`src/ipf_regs.vh`:
```
/*
 Register offsets, field layout and reset values of the indirect pointer file.
 Assumes an 8-bit register port with byte-wide offsets chosen for this block.
*/
`ifndef IPF_REGS_VH
`define IPF_REGS_VH

`define IPF_ADDR_W        8
`define IPF_DM_AW         12
`define IPF_OFF_WACC      8'h00
`define IPF_OFF_P1_PLAIN  8'h01
`define IPF_OFF_P1_POSTI  8'h02
`define IPF_OFF_P1_POSTD  8'h03
`define IPF_OFF_P1_PREI   8'h04
`define IPF_OFF_P1_OFFS   8'h05
`define IPF_OFF_P1_HIGH   8'h06
`define IPF_OFF_P1_LOW    8'h07
`define IPF_OFF_BANK      8'h08
`define IPF_OFF_P2_PLAIN  8'h09
`define IPF_OFF_P2_POSTI  8'h0A
`define IPF_OFF_P2_POSTD  8'h0B
`define IPF_OFF_P2_PREI   8'h0C
`define IPF_OFF_P2_OFFS   8'h0D
`define IPF_OFF_P2_HIGH   8'h0E
`define IPF_OFF_P2_LOW    8'h0F
`define IPF_OFF_FLAGS     8'h10
`define IPF_HIGH_W        4
`define IPF_FLAGS_W       5
`define IPF_RST_HIGH      4'h0
`define IPF_RST_BANK      4'h0
`define IPF_RST_LOW       8'h00
`define IPF_RST_WACC      8'h00
`define IPF_RST_FLAGS     5'h00

`endif

```
`src/ipf_pointer_file.v`:
```
/*
 Indirect data-memory pointer file: two 12-bit pointers, their virtual operand
 locations, the working accumulator, the bank selector and the arithmetic flags.
 Assumes data memory answers combinationally on dm_rdata for dm_addr, and a
 register port master with one-cycle strobes, never both at once.
*/
// Design decisions made here: strobed register access and the register offsets.
`timescale 1ns/1ps
`include "ipf_regs.vh"
// How it works
// [RL1] Indirect locations access data memory at the pointer's address, not own storage.
// [RL2] Post-decrement addresses with current pointer, then lowers pointer by one.
// [RL3] Offset location addresses pointer plus accumulator; pointer stays unchanged.
// [RL4] Indirect locations are pure address decodes with no state or reset.
// [RL5] Pointer high byte holds only four bits, cleared at reset; upper bits absent.
// [RL6] Software leaves compatibility-reserved bits unchanged.
// [RL7] On small variants software keeps variant-reserved bits at zero.
// [RL8] Plain keeps pointer; post-increment adds one after; pre-increment adds one before.
module ipf_pointer_file (
  // Clock and reset
  input  wire                    clk,
  input  wire                    srst,
  // Register port
  input  wire [`IPF_ADDR_W-1:0]  reg_addr,
  input  wire [7:0]              reg_wdata,
  input  wire                    reg_wr,
  input  wire                    reg_rd,
  output reg  [7:0]              reg_rdata,
  // Data memory
  output reg  [`IPF_DM_AW-1:0]   dm_addr,
  output reg  [7:0]              dm_wdata,
  output reg                     dm_we,
  input  wire [7:0]              dm_rdata,
  // Flag updates from the arithmetic unit
  input  wire                    flags_upd,
  input  wire [`IPF_FLAGS_W-1:0] flags_in,
  // Pointer and bank state
  output wire [`IPF_DM_AW-1:0]   ptr1_addr,
  output wire [`IPF_DM_AW-1:0]   ptr2_addr,
  output wire [3:0]              bank_sel
);

  localparam [2:0] M_NONE  = 3'h0;
  localparam [2:0] M_PLAIN = 3'h1;
  localparam [2:0] M_POSTI = 3'h2;
  localparam [2:0] M_POSTD = 3'h3;
  localparam [2:0] M_PREI  = 3'h4;
  localparam [2:0] M_OFFS  = 3'h5;

  reg  [7:0]              wacc_q;
  reg  [`IPF_HIGH_W-1:0]  p1_high_q;
  reg  [7:0]              p1_low_q;
  reg  [`IPF_HIGH_W-1:0]  p2_high_q;
  reg  [7:0]              p2_low_q;
  reg  [3:0]              bank_q;
  reg  [`IPF_FLAGS_W-1:0] flags_q;
  reg  [2:0]              mode;
  reg                     sel2;
  reg  [`IPF_DM_AW-1:0]   ptr;
  reg  [`IPF_DM_AW-1:0]   ptr_d;
  reg  [7:0]              rdata_d;

  // Access decode
  reg                     acc_ind;
  reg                     upd1;
  reg                     upd2;
  reg                     wr_wacc;
  reg                     wr_p1_high;
  reg                     wr_p1_low;
  reg                     wr_p2_high;
  reg                     wr_p2_low;
  reg                     wr_bank;
  reg                     wr_flags;

  assign ptr1_addr = {p1_high_q, p1_low_q};
  assign ptr2_addr = {p2_high_q, p2_low_q};
  assign bank_sel  = bank_q;

  // Map an offset to its indirect access mode
  function [2:0] ind_mode;
    input [`IPF_ADDR_W-1:0] a;
    begin
      case (a)
        `IPF_OFF_P1_PLAIN, `IPF_OFF_P2_PLAIN: ind_mode = M_PLAIN;
        `IPF_OFF_P1_POSTI, `IPF_OFF_P2_POSTI: ind_mode = M_POSTI;
        `IPF_OFF_P1_POSTD, `IPF_OFF_P2_POSTD: ind_mode = M_POSTD;
        `IPF_OFF_P1_PREI,  `IPF_OFF_P2_PREI:  ind_mode = M_PREI;
        `IPF_OFF_P1_OFFS,  `IPF_OFF_P2_OFFS:  ind_mode = M_OFFS;
        default:                              ind_mode = M_NONE;
      endcase
    end
  endfunction

  // Pointer plus one, wrapping at the top of data memory
  function [`IPF_DM_AW-1:0] ptr_inc;
    input [`IPF_DM_AW-1:0] v;
    begin
      ptr_inc = v + 12'h001;
    end
  endfunction

  // Pointer minus one, wrapping below zero
  function [`IPF_DM_AW-1:0] ptr_dec;
    input [`IPF_DM_AW-1:0] v;
    begin
      ptr_dec = v - 12'h001;
    end
  endfunction

  // Four-bit field read back with absent upper bits as zero
  function [7:0] ext4;
    input [3:0] v;
    begin
      ext4 = {4'h0, v};
    end
  endfunction

  // Write strobe aimed at one register offset
  function wr_hit;
    input                   wr;
    input [`IPF_ADDR_W-1:0] a;
    input [`IPF_ADDR_W-1:0] off;
    begin
      wr_hit = wr && (a == off);
    end
  endfunction

  // Address forming and pointer update for indirect accesses
  always @*
  begin
    mode     = (reg_wr || reg_rd) ? ind_mode(reg_addr) : M_NONE; // [RL4]
    sel2     = (reg_addr >= `IPF_OFF_P2_PLAIN);
    ptr      = sel2 ? ptr2_addr : ptr1_addr;
    ptr_d    = ptr;
    dm_addr  = ptr;                                              // [RL1]
    dm_wdata = reg_wdata;
    dm_we    = reg_wr && (mode != M_NONE);                       // [RL1]
    case (mode)
      M_PLAIN:
        ptr_d = ptr;                                             // [RL8]
      M_POSTI:
        ptr_d = ptr_inc(ptr);                                    // [RL8]
      M_POSTD:
        ptr_d = ptr_dec(ptr);                                    // [RL2]
      M_PREI:
      begin
        ptr_d   = ptr_inc(ptr);                                  // [RL8]
        dm_addr = ptr_d;
      end
      M_OFFS:
        dm_addr = ptr + {4'h0, wacc_q};                          // [RL3]
      default:
        ptr_d = ptr;
    endcase
  end

  // Read mux
  always @*
  begin
    case (reg_addr)
      `IPF_OFF_WACC:    rdata_d = wacc_q;
      `IPF_OFF_P1_HIGH: rdata_d = ext4(p1_high_q);               // [RL5]
      `IPF_OFF_P1_LOW:  rdata_d = p1_low_q;
      `IPF_OFF_BANK:    rdata_d = ext4(bank_q);
      `IPF_OFF_P2_HIGH: rdata_d = ext4(p2_high_q);               // [RL5]
      `IPF_OFF_P2_LOW:  rdata_d = p2_low_q;
      `IPF_OFF_FLAGS:   rdata_d = {3'h0, flags_q};
      default:          rdata_d = (mode != M_NONE) ? dm_rdata : 8'h00; // [RL1]
    endcase
  end

  // Which register a strobe touches
  always @*
  begin
    acc_ind    = (mode != M_NONE);                               // [RL4]
    upd1       = acc_ind && !sel2;
    upd2       = acc_ind && sel2;
    wr_wacc    = wr_hit(reg_wr, reg_addr, `IPF_OFF_WACC);
    wr_p1_high = wr_hit(reg_wr, reg_addr, `IPF_OFF_P1_HIGH);
    wr_p1_low  = wr_hit(reg_wr, reg_addr, `IPF_OFF_P1_LOW);
    wr_p2_high = wr_hit(reg_wr, reg_addr, `IPF_OFF_P2_HIGH);
    wr_p2_low  = wr_hit(reg_wr, reg_addr, `IPF_OFF_P2_LOW);
    wr_bank    = wr_hit(reg_wr, reg_addr, `IPF_OFF_BANK);
    wr_flags   = wr_hit(reg_wr, reg_addr, `IPF_OFF_FLAGS);
  end

  // Working accumulator
  always @(posedge clk)
  begin
    if (srst)
    begin
      wacc_q <= `IPF_RST_WACC;
    end
    else if (wr_wacc)
    begin
      wacc_q <= reg_wdata;
    end
  end

  // Pointer 1 high byte; a direct byte write wins over an update
  always @(posedge clk)
  begin
    if (srst)
    begin
      p1_high_q <= `IPF_RST_HIGH;                                // [RL5]
    end
    else if (wr_p1_high)
    begin
      p1_high_q <= reg_wdata[`IPF_HIGH_W-1:0];                   // [RL5]
    end
    else if (upd1)
    begin
      p1_high_q <= ptr_d[`IPF_DM_AW-1:8];                        // [RL2] [RL8]
    end
  end

  // Pointer 1 low byte
  always @(posedge clk)
  begin
    if (srst)
    begin
      p1_low_q <= `IPF_RST_LOW;
    end
    else if (wr_p1_low)
    begin
      p1_low_q <= reg_wdata;
    end
    else if (upd1)
    begin
      p1_low_q <= ptr_d[7:0];                                    // [RL2] [RL8]
    end
  end

  // Pointer 2 high byte; a direct byte write wins over an update
  always @(posedge clk)
  begin
    if (srst)
    begin
      p2_high_q <= `IPF_RST_HIGH;                                // [RL5]
    end
    else if (wr_p2_high)
    begin
      p2_high_q <= reg_wdata[`IPF_HIGH_W-1:0];                   // [RL5]
    end
    else if (upd2)
    begin
      p2_high_q <= ptr_d[`IPF_DM_AW-1:8];                        // [RL2] [RL8]
    end
  end

  // Pointer 2 low byte
  always @(posedge clk)
  begin
    if (srst)
    begin
      p2_low_q <= `IPF_RST_LOW;
    end
    else if (wr_p2_low)
    begin
      p2_low_q <= reg_wdata;
    end
    else if (upd2)
    begin
      p2_low_q <= ptr_d[7:0];                                    // [RL2] [RL8]
    end
  end

  // Bank selector, four bits
  always @(posedge clk)
  begin
    if (srst)
    begin
      bank_q <= `IPF_RST_BANK;
    end
    else if (wr_bank)
    begin
      bank_q <= reg_wdata[3:0];
    end
  end

  // Flags; software write takes precedence over arithmetic update
  always @(posedge clk)
  begin
    if (srst)
    begin
      flags_q <= `IPF_RST_FLAGS;
    end
    else if (wr_flags)
    begin
      flags_q <= reg_wdata[`IPF_FLAGS_W-1:0];
    end
    else if (flags_upd)
    begin
      flags_q <= flags_in;
    end
  end

  // Read data stands one cycle after the strobe, else zero
  always @(posedge clk)
  begin
    if (srst)
    begin
      reg_rdata <= 8'h00;
    end
    else
    begin
      reg_rdata <= reg_rd ? rdata_d : 8'h00;                     // [RL1]
    end
  end

endmodule // ipf_pointer_file

```
`config.mk`:
```
export PLATFORM = sky130hd
export DESIGN_NAME = ipf_pointer_file
export DESIGN_NICKNAME = d
export VERILOG_FILES = /design/src/ipf_pointer_file.v
export VERILOG_INCLUDE_DIRS = /design/src /design/src/src
export SDC_FILE = /design/constraint.sdc
export NUM_CORES = 1
export LEC_CHECK = 0
export BUFFER_PORTS_ARGS = -buffer_cell sky130_fd_sc_hd__clkbuf_2
export CORE_AREA = 2 2 87 89
export CTS_CLUSTER_SIZE = 14
export DETAILED_ROUTE_END_ITERATION = 10
export DIE_AREA = 0 0 89 91
export HOLD_SLACK_MARGIN = 0.05
export MAX_ROUTING_LAYER = met4
export PLACE_DENSITY = 0.79
export SKIP_LAST_GASP = 1
export SYNTH_ARGS = -nofsm -noshare
export SYNTH_HDL_FRONTEND = slang
export SYNTH_SLANG_ARGS = --single-unit
```
`constraint.sdc`:
```
create_clock -name clk -period 4.85 [get_ports clk]
set_input_delay 0.7275 -clock clk [delete_from_list [all_inputs] [get_ports clk]]
set_output_delay 0.7275 -clock clk [all_outputs]
set_load 0.01 [all_outputs]
```
==> results of run 1 <==
## logic make-up (layout without fill, tap and decap cells)
kind of cell / after synthesis / count (layout)
compound gates: 155 / 155
xor+xnor: 16 / 16
mux: 30 / 30
buf+inv: 44 / 127
fa+ha+maj: 11 / 11
simple gates: 193 / 193
flops: 49 / 49
## worst paths after layout
check	to	from	slack, ns	cells past startpoint
worst max-delay path	dm_addr[10]	reg_addr[7]	0.27	13
worst max register to register	p1_high_q[0]$_SDFFE_PP0P_	p1_low_q[1]$_SDFFE_PP0P_	1.82	10
worst min-delay path	bank_sel[3]$_SDFFE_PP0P_	bank_sel[3]$_SDFFE_PP0P_	0.47	2
worst min register to register	bank_sel[3]$_SDFFE_PP0P_	bank_sel[3]$_SDFFE_PP0P_	0.47	2
## synthesized netlist by cell type (all sizes together), types with 3 or more instances
library cell,number,share of area
a211oi,9,0.019
a21oi,45,0.058
a222oi,11,0.029
a22oi,22,0.043
a31oi,3,0.0049
a41oi,3,0.0088
and2,8,0.013
and3,10,0.016
buf,14,0.025
clkbuf,19,0.019
dfxtp,49,0.25
ha,10,0.032
inv,11,0.011
mux2,10,0.029
mux2i,20,0.053
nand2,51,0.051
nand2b,4,0.0065
nand3,23,0.030
nor2,45,0.048
nor3,22,0.029
nor3b,3,0.0088
nor4,12,0.029
o211ai,4,0.0078
o21a,3,0.0058
o21ai,21,0.028
o221ai,5,0.011
o22ai,7,0.011
or3,3,0.0049
or4,3,0.0068
xnor2,14,0.032
## worst max-delay path, stage by stage
cell and delay (ns):
clkbuf_2 0.11, or4_4 0.65, nor2_8 0.16, mux2i_1 0.28, inv_1 0.14, ha_1 0.37, and3_1 0.22, a211oi_2 0.27
o221ai_1 0.24, a41oi_2 0.31, nor2_1 0.08, xnor2_1 0.13, clkbuf_2 0.15
## sequential cells by signal (all words and copies together), names as in the netlist
name       count
p1_low_q       8
flags_q        5
p2_high_q      4
reg_rdata      8
wacc_q         8
p2_low_q       8
p1_high_q      4
bank_sel       4
## final cells by class
type,count,area (um^2),area share
timing repair buffer,108,585.6,0.1289
sequential,49,980.9,0.2159
inverter,11,41.29,0.009086
clock inverter,3,65.06,0.01432
multi-input combinational,405,2679,0.5895
tap,99,123.9,0.02726
clock buffer,5,68.82,0.01514
## report_power, final
| part | leakage [nW] | switching (mW) | internal [mW] |
|---|---|---|---|
| clock | 0.0681 | 0.141 | 0.205 |
| sequential | 0.396 | 0.00248 | 0.405 |
| combinational | 1.39 | 0.0571 | 0.0291 |
| total | 1.85 | 0.200 | 0.639 |
## metrics by stage
step / total power, mW / utilization
floorplan: 0.4675 / -
global placement: 0.4994 / 0.6162
detailed placement: 0.5011 / 0.6162
CTS: 0.8413 / 0.6350
global route: 0.8617 / 0.6367
finish: 0.8392 / 0.6367
## what timing repair did
action | in CTS | in global routing
gates resized for setup | 0 | 2
buffers inserted | 0 | 0
setup endpoints to repair | 0 | 3
## cells in the final DEF, fill, tap and decap left out, types with 18 or more instances in the layout
| cell | count |
|---|---|
| a21oi_1 | 45 |
| a22oi_1 | 21 |
| buf_4 | 18 |
| clkbuf_2 | 90 |
| dfxtp_1 | 49 |
| mux2i_1 | 19 |
| nand2_1 | 49 |
| nand3_1 | 23 |
| nor2_1 | 44 |
| nor3_1 | 22 |
| o21ai_0 | 19 |
## layer usage
layer  vias to the layer above  global-route usage
met5                         -                   -
met4                         0              0.1057
met3                        39             0.03091
met2                       289              0.5398
met1                      2088              0.4694
li1                       2072                   -
==> impl_metrics.toml, run 1 <==
[run_status]
status = "finished, final reports clean"

[cts]
cts_root_buf = "clkbuf_8"
cts_tree = "yes"
cts-buffers-inserted = 5
cts.clk_slew.worst_paths_ns = 0.08
cts_sinks = 49
clock_insertion_delay_worst_skew_ns = 0.31
cts_hold_buf = 0
ctsHtreeMaxLevel = 2
cts.path.max_buffers = 2

[sta]
setup_tns_ns = 0
setup_viol = 0
finalWorstSetupSlack_ns = 0.2730
period_share = 0.9437
hold_viol = 0
max-slew-margin-rel = 0.3502
slew_violations = 0
fin_crit_ns = 4.577
rsz0062_at_grt = "yes"
skew_ns = 0.005185
worstMarginPinSlew_ns = 0.9747
worst_hold_slack_ns = 0.4734
fmax_mhz = 218.5

[synthesis]
async_flop_share = 0
synth_top_family_by_area = "compound AO/OA/AOI/OAI gates"
synth_simple_gate_area_share = 0.2610
synth_xor_area_frac = 0.03635
synth-seq-cells = 49
synth_edf_count = 0
syn_area_per_cell_um2 = 7.741
synthAdderAreaFrac = 0.03505
syn_nets = 542
synth.cell_area_um2 = 3855
synthFlopType = "dfxtp_1"
yosysUniqueCellTypes = 69
synth-compound-area-share = 0.2772
synth_cells = 498
yosys_warnings = 0
synth_mux_area_frac = 0.08212
ys_seq_area_frac = 0.2545

[detailed_routing]
top_layer = "met4"
route.met3.wl_mm = 1.323
via_count = 4488
postRouteAntennaNets = 0
wl_per_cell_um = 19.99
wl_met1_mm = 5.413
drc = 0
met2_length_mm = 6.536
firstDrtPassIters = 6
drtIter0Drc = 459
drt-vias-per-instance = 6.600
totalWireLength_mm = 13.59

[placed_design]
gp_congestion = 0.9986
placed_area_um2 = 4398
port_buffers = 90
placed_cells = 672
hpwl_mm = 10.35
post-place-ws_ns = 0.2251

[critical_path]
path_class = "in2out"
crit_fanout = 11
end_kind = "output pin"
worstPathArrival_ns = 3.85
required_ns = 4.12
cp-start-kind = "input pin"

[floorplanning]
dieArea_um2 = 8099
core_area_um2 = 7137
die_y_um = 91
die_width_um = 89
io_pins = 91
initial_utilization = 0.5401
rows = 31

[worst_hold_path]
hp-class = "reg2reg"

[grt]
grt_pass1_vias = 4172
grt_usage = 0.3444
grt_max_degree = 41
gr-total-overflow = 0
grt_pass1_wl_mm = 21.50
antenna_found_initial = 0

[flow_run]
cap_violations = 0

[final_layout]
fin_cells = 680
synthToLayoutAreaGrowth_pct = 17.88
nets = 624
design_area_um2 = 4544
fillerInstances = 658
layout-drive-gt1-share = 0.2496
antenna_cells = 0

[power]
power_leakage_nw = 1.850
vdd.ir_drop.worst_uv = 197.1
power_density_nw_per_um2 = 184.7
No activity file was read; power rests on OpenSTA's default activity.
==> run 2, diff against run 1 <==
--- a/config.mk
+++ b/config.mk
@@ -7,13 +7,13 @@
 export NUM_CORES = 1
 export LEC_CHECK = 0
 export BUFFER_PORTS_ARGS = -buffer_cell sky130_fd_sc_hd__clkbuf_2
-export CORE_AREA = 2 2 87 89
+export CORE_AREA = 2 2 86 88
 export CTS_CLUSTER_SIZE = 14
 export DETAILED_ROUTE_END_ITERATION = 10
-export DIE_AREA = 0 0 89 91
+export DIE_AREA = 0 0 88 90
 export HOLD_SLACK_MARGIN = 0.05
 export MAX_ROUTING_LAYER = met4
-export PLACE_DENSITY = 0.79
+export PLACE_DENSITY = 0.81
 export SKIP_LAST_GASP = 1
 export SYNTH_ARGS = -nofsm -noshare
 export SYNTH_HDL_FRONTEND = slang
==> constraint.sdc (replaced) <==
create_clock -name clk -period 5.5 [get_ports clk]
set_input_delay 0.825 -clock clk [delete_from_list [all_inputs] [get_ports clk]]
set_output_delay 0.825 -clock clk [all_outputs]
set_load 0.01 [all_outputs]
==> impl_metrics.toml, run 2 (synthesized netlist as in run 1, its figures left out) <==
[final_layout]
antenna_cells = 0
fillerInstances = 659
fin_cells = 673
synthToLayoutAreaGrowth_pct = 14.80
layout-drive-gt1-share = 0.2317
nets = 617
design_area_um2 = 4425
final_cell_mix = "clkbuf_2 (90), nand2_1 (49), dfxtp_1 (49)"
mostFrequentLayoutCell = "clkbuf_2"

[grt]
grt_pass1_wl_mm = 21.71
grt_pass1_vias = 4192
grt_max_degree = 41
antenna_found_initial = 0
grt_usage = 0.3550
gr-total-overflow = 0

[critical_path]
cp_common_cell = "clkbuf_2"
reg2reg_slack_ns = 2.34
timing.rr.start = "p2_low_q[1]$_SDFFE_PP0P_"
r2r-end = "p2_high_q[2]$_SDFFE_PP0P_"
cp-start-kind = "input pin"
crit_slowest_cell = "or4_4"
crit_fanout = 16
worstPathArrival_ns = 4.26
end_kind = "output pin"
crit_path_cell_trace = "clkbuf_2 > or4_4 > nor2_8 > mux2i_1 > inv_1 > ha_1 > and3_1 > a211oi_1 > o221ai_1 > a41oi_1 > nor2_1 > xnor2_1 > clkbuf_2"
slowest_delay_ns = 0.65
crit_path_start = "reg_addr[7]"
required_ns = 4.68
cp-endpoint = "dm_addr[10]"
r2r_cells = 10
path_class = "in2out"

[cts]
cts-resized-gates = 0
cts_sinks = 49
cts.clk_slew.worst_paths_ns = 0.08
cts_root_buf = "clkbuf_8"
cts_setup_buffers = 0
cts.path.max_buffers = 2
cts_tree = "yes"
cts_hold_buf = 0
cts-buffers-inserted = 5
clock_insertion_delay_worst_skew_ns = 0.30
ctsHtreeMaxLevel = 2

[placed_design]
port_buffers = 90
post-place-ws_ns = 0.4878
placed_area_um2 = 4345
hpwl_mm = 10.27
placed_cells = 665
gp_congestion = 0.9722

[floorplanning]
core_area_um2 = 7020
io_pins = 91
die_y_um = 90
rows = 31
die_width_um = 88
dieArea_um2 = 7920
initial_utilization = 0.5491

[sta]
fmax_mhz = 196.8
rsz0062_at_grt = "no"
period_share = 0.9237
finalWorstSetupSlack_ns = 0.4194
fin_crit_ns = 5.081
setup_viol = 0
setup_tns_ns = 0
hold_viol = 0
slew_violations = 0
skew_ns = 0.006849
worstMarginPinSlew_ns = 1.021
max-slew-margin-rel = 0.3191

[detailed_routing]
drc = 0
via_count = 4407
firstDrtPassIters = 7
totalWireLength_mm = 13.52
wl_per_cell_um = 20.09
postRouteAntennaNets = 0
drt-vias-per-instance = 6.548
drtIter0Drc = 432

[run_status]
status = "finished, final reports clean"

[power]
power_density_nw_per_um2 = 144.4
power_leakage_nw = 1.788
vdd.ir_drop.worst_uv = 157.4
p_total_mw = 0.6390

[worst_hold_path]
hp-class = "reg2reg"

[flow_run]
cap_violations = 0
run 2: per-stage QoR:
stage,util,hold WS [ns]
3_5_place_dp,0.6190,0.4619
2_1_floorplan,-,0.4821
3_3_place_gp,0.6190,0.4558
6_report,0.6304,0.4725
5_1_grt,0.6304,0.5169
4_1_cts,0.6304,0.4736
run 2: area by class of cell:
| type | instances | area, um^2 | share of cell area |
|---|---|---|---|
| timing repair buffer | 101 | 533.0 | 0.1204 |
| clock buffer | 8 | 80.08 | 0.01809 |
| inverter | 11 | 41.29 | 0.009330 |
| tap | 99 | 123.9 | 0.02799 |
| multi-input combinational | 405 | 2666 | 0.6025 |
| sequential | 49 | 980.9 | 0.2217 |
run 2: worst min-delay path by stage:
stage / startpoint / end / cells past startpoint
2_1_floorplan: wacc_q[3]$_SDFFE_PP0P_ / wacc_q[3]$_SDFFE_PP0P_ / 2
5_1_grt: bank_sel[3]$_SDFFE_PP0P_ / bank_sel[3]$_SDFFE_PP0P_ / 2
6_report: bank_sel[3]$_SDFFE_PP0P_ / bank_sel[3]$_SDFFE_PP0P_ / 2
4_1_cts: bank_sel[3]$_SDFFE_PP0P_ / bank_sel[3]$_SDFFE_PP0P_ / 2
3_3_place_gp: bank_sel[3]$_SDFFE_PP0P_ / bank_sel[3]$_SDFFE_PP0P_ / 2
3_5_place_dp: bank_sel[3]$_SDFFE_PP0P_ / bank_sel[3]$_SDFFE_PP0P_ / 2
run 2: power breakdown:
part	leakage, nW	internal (mW)	switching [mW]	total (mW)
logic	1.35	0.0252	0.0503	0.0755
registers	0.396	0.357	0.00201	0.359
clock network	0.0395	0.0906	0.114	0.204
run 2: metal layers:
layer / part of all wire / GRT usage / vias up
met5: 0 / - / -
met4: 0.030 / 0.1346 / 0
met3: 0.088 / 0.05051 / 36
met2: 0.47 / 0.5556 / 273
met1: 0.41 / 0.4605 / 2047
li1: - / - / 2051
run 2: worst max-delay path: cells and delay by family:
| kind | cells | cell delay, ns |
|---|---|---|
| buf+inv | 3 | 0.41 |
| xor+xnor | 1 | 0.13 |
| fa+ha+maj | 1 | 0.36 |
| simple gates | 4 | 1.25 |
| compound gates | 3 | 0.82 |
| mux | 1 | 0.45 |
==> run 3, diff against run 2 <==
--- a/config.mk
+++ b/config.mk
@@ -6,7 +6,8 @@
 export SDC_FILE = /design/constraint.sdc
 export NUM_CORES = 1
 export LEC_CHECK = 0
-export BUFFER_PORTS_ARGS = -buffer_cell sky130_fd_sc_hd__clkbuf_2
+export BUFFER_PORTS_ARGS = -buffer_cell sky130_fd_sc_hd__buf_2
+export CAP_MARGIN = 30
 export CORE_AREA = 2 2 86 88
 export CTS_CLUSTER_SIZE = 14
 export DETAILED_ROUTE_END_ITERATION = 10
@@ -15,6 +16,7 @@
 export MAX_ROUTING_LAYER = met4
 export PLACE_DENSITY = 0.81
 export SKIP_LAST_GASP = 1
+export SLEW_MARGIN = 40
 export SYNTH_ARGS = -nofsm -noshare
 export SYNTH_HDL_FRONTEND = slang
 export SYNTH_SLANG_ARGS = --single-unit
==> impl_metrics.toml, run 3 (synthesized netlist as in run 1, its figures left out) <==
[grt]
grt_max_degree = 41
grt_pass1_wl_mm = 22.11
grt_pass1_vias = 4166
antenna_found_initial = 0
gr-total-overflow = 0
grt_usage = 0.3633

[critical_path]
r2r_cells = 10
crit_path_cell_trace = "buf_2 > or4_4 > nor2_8 > mux2i_1 > inv_1 > ha_1 > and2_1 > o211ai_1 > a22oi_1 > a31o_2 > mux2_2 > and3_1 > buf_2"
cp-endpoint = "dm_addr[11]"
r2r-end = "p2_high_q[0]$_SDFFE_PP0P_"
crit_buf_inv = 3
cp-start-kind = "input pin"
crit_path_start = "reg_addr[7]"
end_kind = "output pin"
reg2reg_slack_ns = 2.44
crit_cells = 13
worstPathArrival_ns = 4.22
path_class = "in2out"
timing.rr.start = "p2_low_q[1]$_SDFFE_PP0P_"
crit_slowest_cell = "or4_4"
slowest_delay_ns = 0.66
cp_common_cell = "buf_2"
crit_family = "simple AND/OR/NAND/NOR gates"
required_ns = 4.68
crit_fanout = 16

[detailed_routing]
firstDrtPassIters = 7
drtIter0Drc = 476
drc = 0
postRouteAntennaNets = 0
via_count = 4525
drt-vias-per-instance = 6.734
totalWireLength_mm = 14.04
wl_per_cell_um = 20.89

[sta]
max-slew-margin-rel = 0.4241
rsz0062_at_grt = "no"
fin_crit_ns = 5.040
slew_violations = 0
worstMarginPinSlew_ns = 0.8607
skew_ns = 0.01085
setup_tns_ns = 0
worst_hold_slack_ns = 0.4688
finalWorstSetupSlack_ns = 0.4599
hold_viol = 0
setup_viol = 0
fmax_mhz = 198.4
period_share = 0.9164

[placed_design]
port_buffers = 90
hpwl_mm = 10.38
post-place-ws_ns = 0.5395
gp_congestion = 1.025

[power]
pwr-share-comb = 0.116
p_total_mw = 0.6596
intPower_mw = 0.4825
power_leakage_nw = 1.830
seqPwrFrac = 0.545
vdd.ir_drop.worst_uv = 194.1
switching_share = 0.2685
pwr-share-clk = 0.339
p_sw_mw = 0.1771
power_density_nw_per_um2 = 148.1

[floorplanning]
die_y_um = 90
core_area_um2 = 7020
initial_utilization = 0.5491
rows = 31
io_pins = 91
die_width_um = 88
dieArea_um2 = 7920

[final_layout]
final_cell_mix = "buf_2 (90), nand2_1 (49), dfxtp_1 (49)"
fillerInstances = 648
mostFrequentLayoutCell = "buf_2"
antenna_cells = 0
synthToLayoutAreaGrowth_pct = 15.51
utilization = 0.6343
layout-drive-gt1-share = 0.2408
nets = 617

[cts]
cts.path.max_buffers = 2
cts-buffers-inserted = 5
cts_setup_buffers = 0
cts_tree = "yes"
cts_sinks = 49
cts_hold_buf = 0
clock_insertion_delay_worst_skew_ns = 0.31
ctsHtreeMaxLevel = 2
cts.clk_slew.worst_paths_ns = 0.09
cts_root_buf = "clkbuf_8"
cts-resized-gates = 0

[flow_run]
cap_violations = 0

[run_status]
status = "finished, final reports clean"

[worst_hold_path]
hp-class = "reg2reg"
run 3: cell types whose count changed in the layout (fill, tap and decap cells not counted), sizes merged:
| cell | previous run | this run |
|---|---|---|
| clkinvlp | 0 | 1 |
| buf | 11 | 101 |
| clkbuf | 98 | 6 |
run 3: power by group through the flow:
stage / Clock [mW] / Combinational (mW) / Sequential, mW
after floorplan: 0 / 0.0452 / 0.367
after CTS: 0.223 / 0.0746 / 0.359
after detailed placement: 0 / 0.0742 / 0.367
final: 0.224 / 0.0768 / 0.359
after global routing: 0.238 / 0.0822 / 0.360
after global placement: 0 / 0.0729 / 0.367
run 3: area by class of cell:
class	count	area [um^2]	area share
flip-flops and latches	49	980.9	0.2203
clock inverters	1	7.507	0.001686
repair buffers	101	533.0	0.1197
inverters	11	41.29	0.009272
well taps	99	123.9	0.02782
multi-input cells	405	2684	0.6027
clock buffers	6	82.58	0.01854
run 3: worst register-to-register path: cells and delay by family, from the launching register on:
kind,cells,cell delay (ns)
simple gates,4,1.02
fa+ha+maj,1,0.24
flops,1,0.48
buf+inv,1,0.18
compound gates,4,1.03
run 3: through the flow:
stage	area [um^2]	cells
6_report	4453	672
3_5_place_dp	4352	665
5_1_grt	4453	672
4_1_cts	4442	672
2_1_floorplan	3855	498
3_3_place_gp	4345	665
run 3: per-layer routing:
layer  routed length, um  vias to the layer above  GRT usage
met1                5730                     2122     0.4775
met5                   0                        -          -
met2                6473                      299     0.5625
met3                1280                       50    0.04132
met4                 552                        0     0.1513
li1                    -                     2054          -
run 3: worst min-delay path by stage:
stage	startpoint	to	slack, ns	cells past startpoint
6_report	bank_sel[3]$_SDFFE_PP0P_	bank_sel[3]$_SDFFE_PP0P_	0.47	2
5_1_grt	bank_sel[0]$_SDFFE_PP0P_	bank_sel[0]$_SDFFE_PP0P_	0.52	2
4_1_cts	bank_sel[3]$_SDFFE_PP0P_	bank_sel[3]$_SDFFE_PP0P_	0.47	2
3_5_place_dp	bank_sel[3]$_SDFFE_PP0P_	bank_sel[3]$_SDFFE_PP0P_	0.46	2
3_3_place_gp	bank_sel[3]$_SDFFE_PP0P_	bank_sel[3]$_SDFFE_PP0P_	0.45	2
2_1_floorplan	wacc_q[3]$_SDFFE_PP0P_	wacc_q[3]$_SDFFE_PP0P_	0.48	2
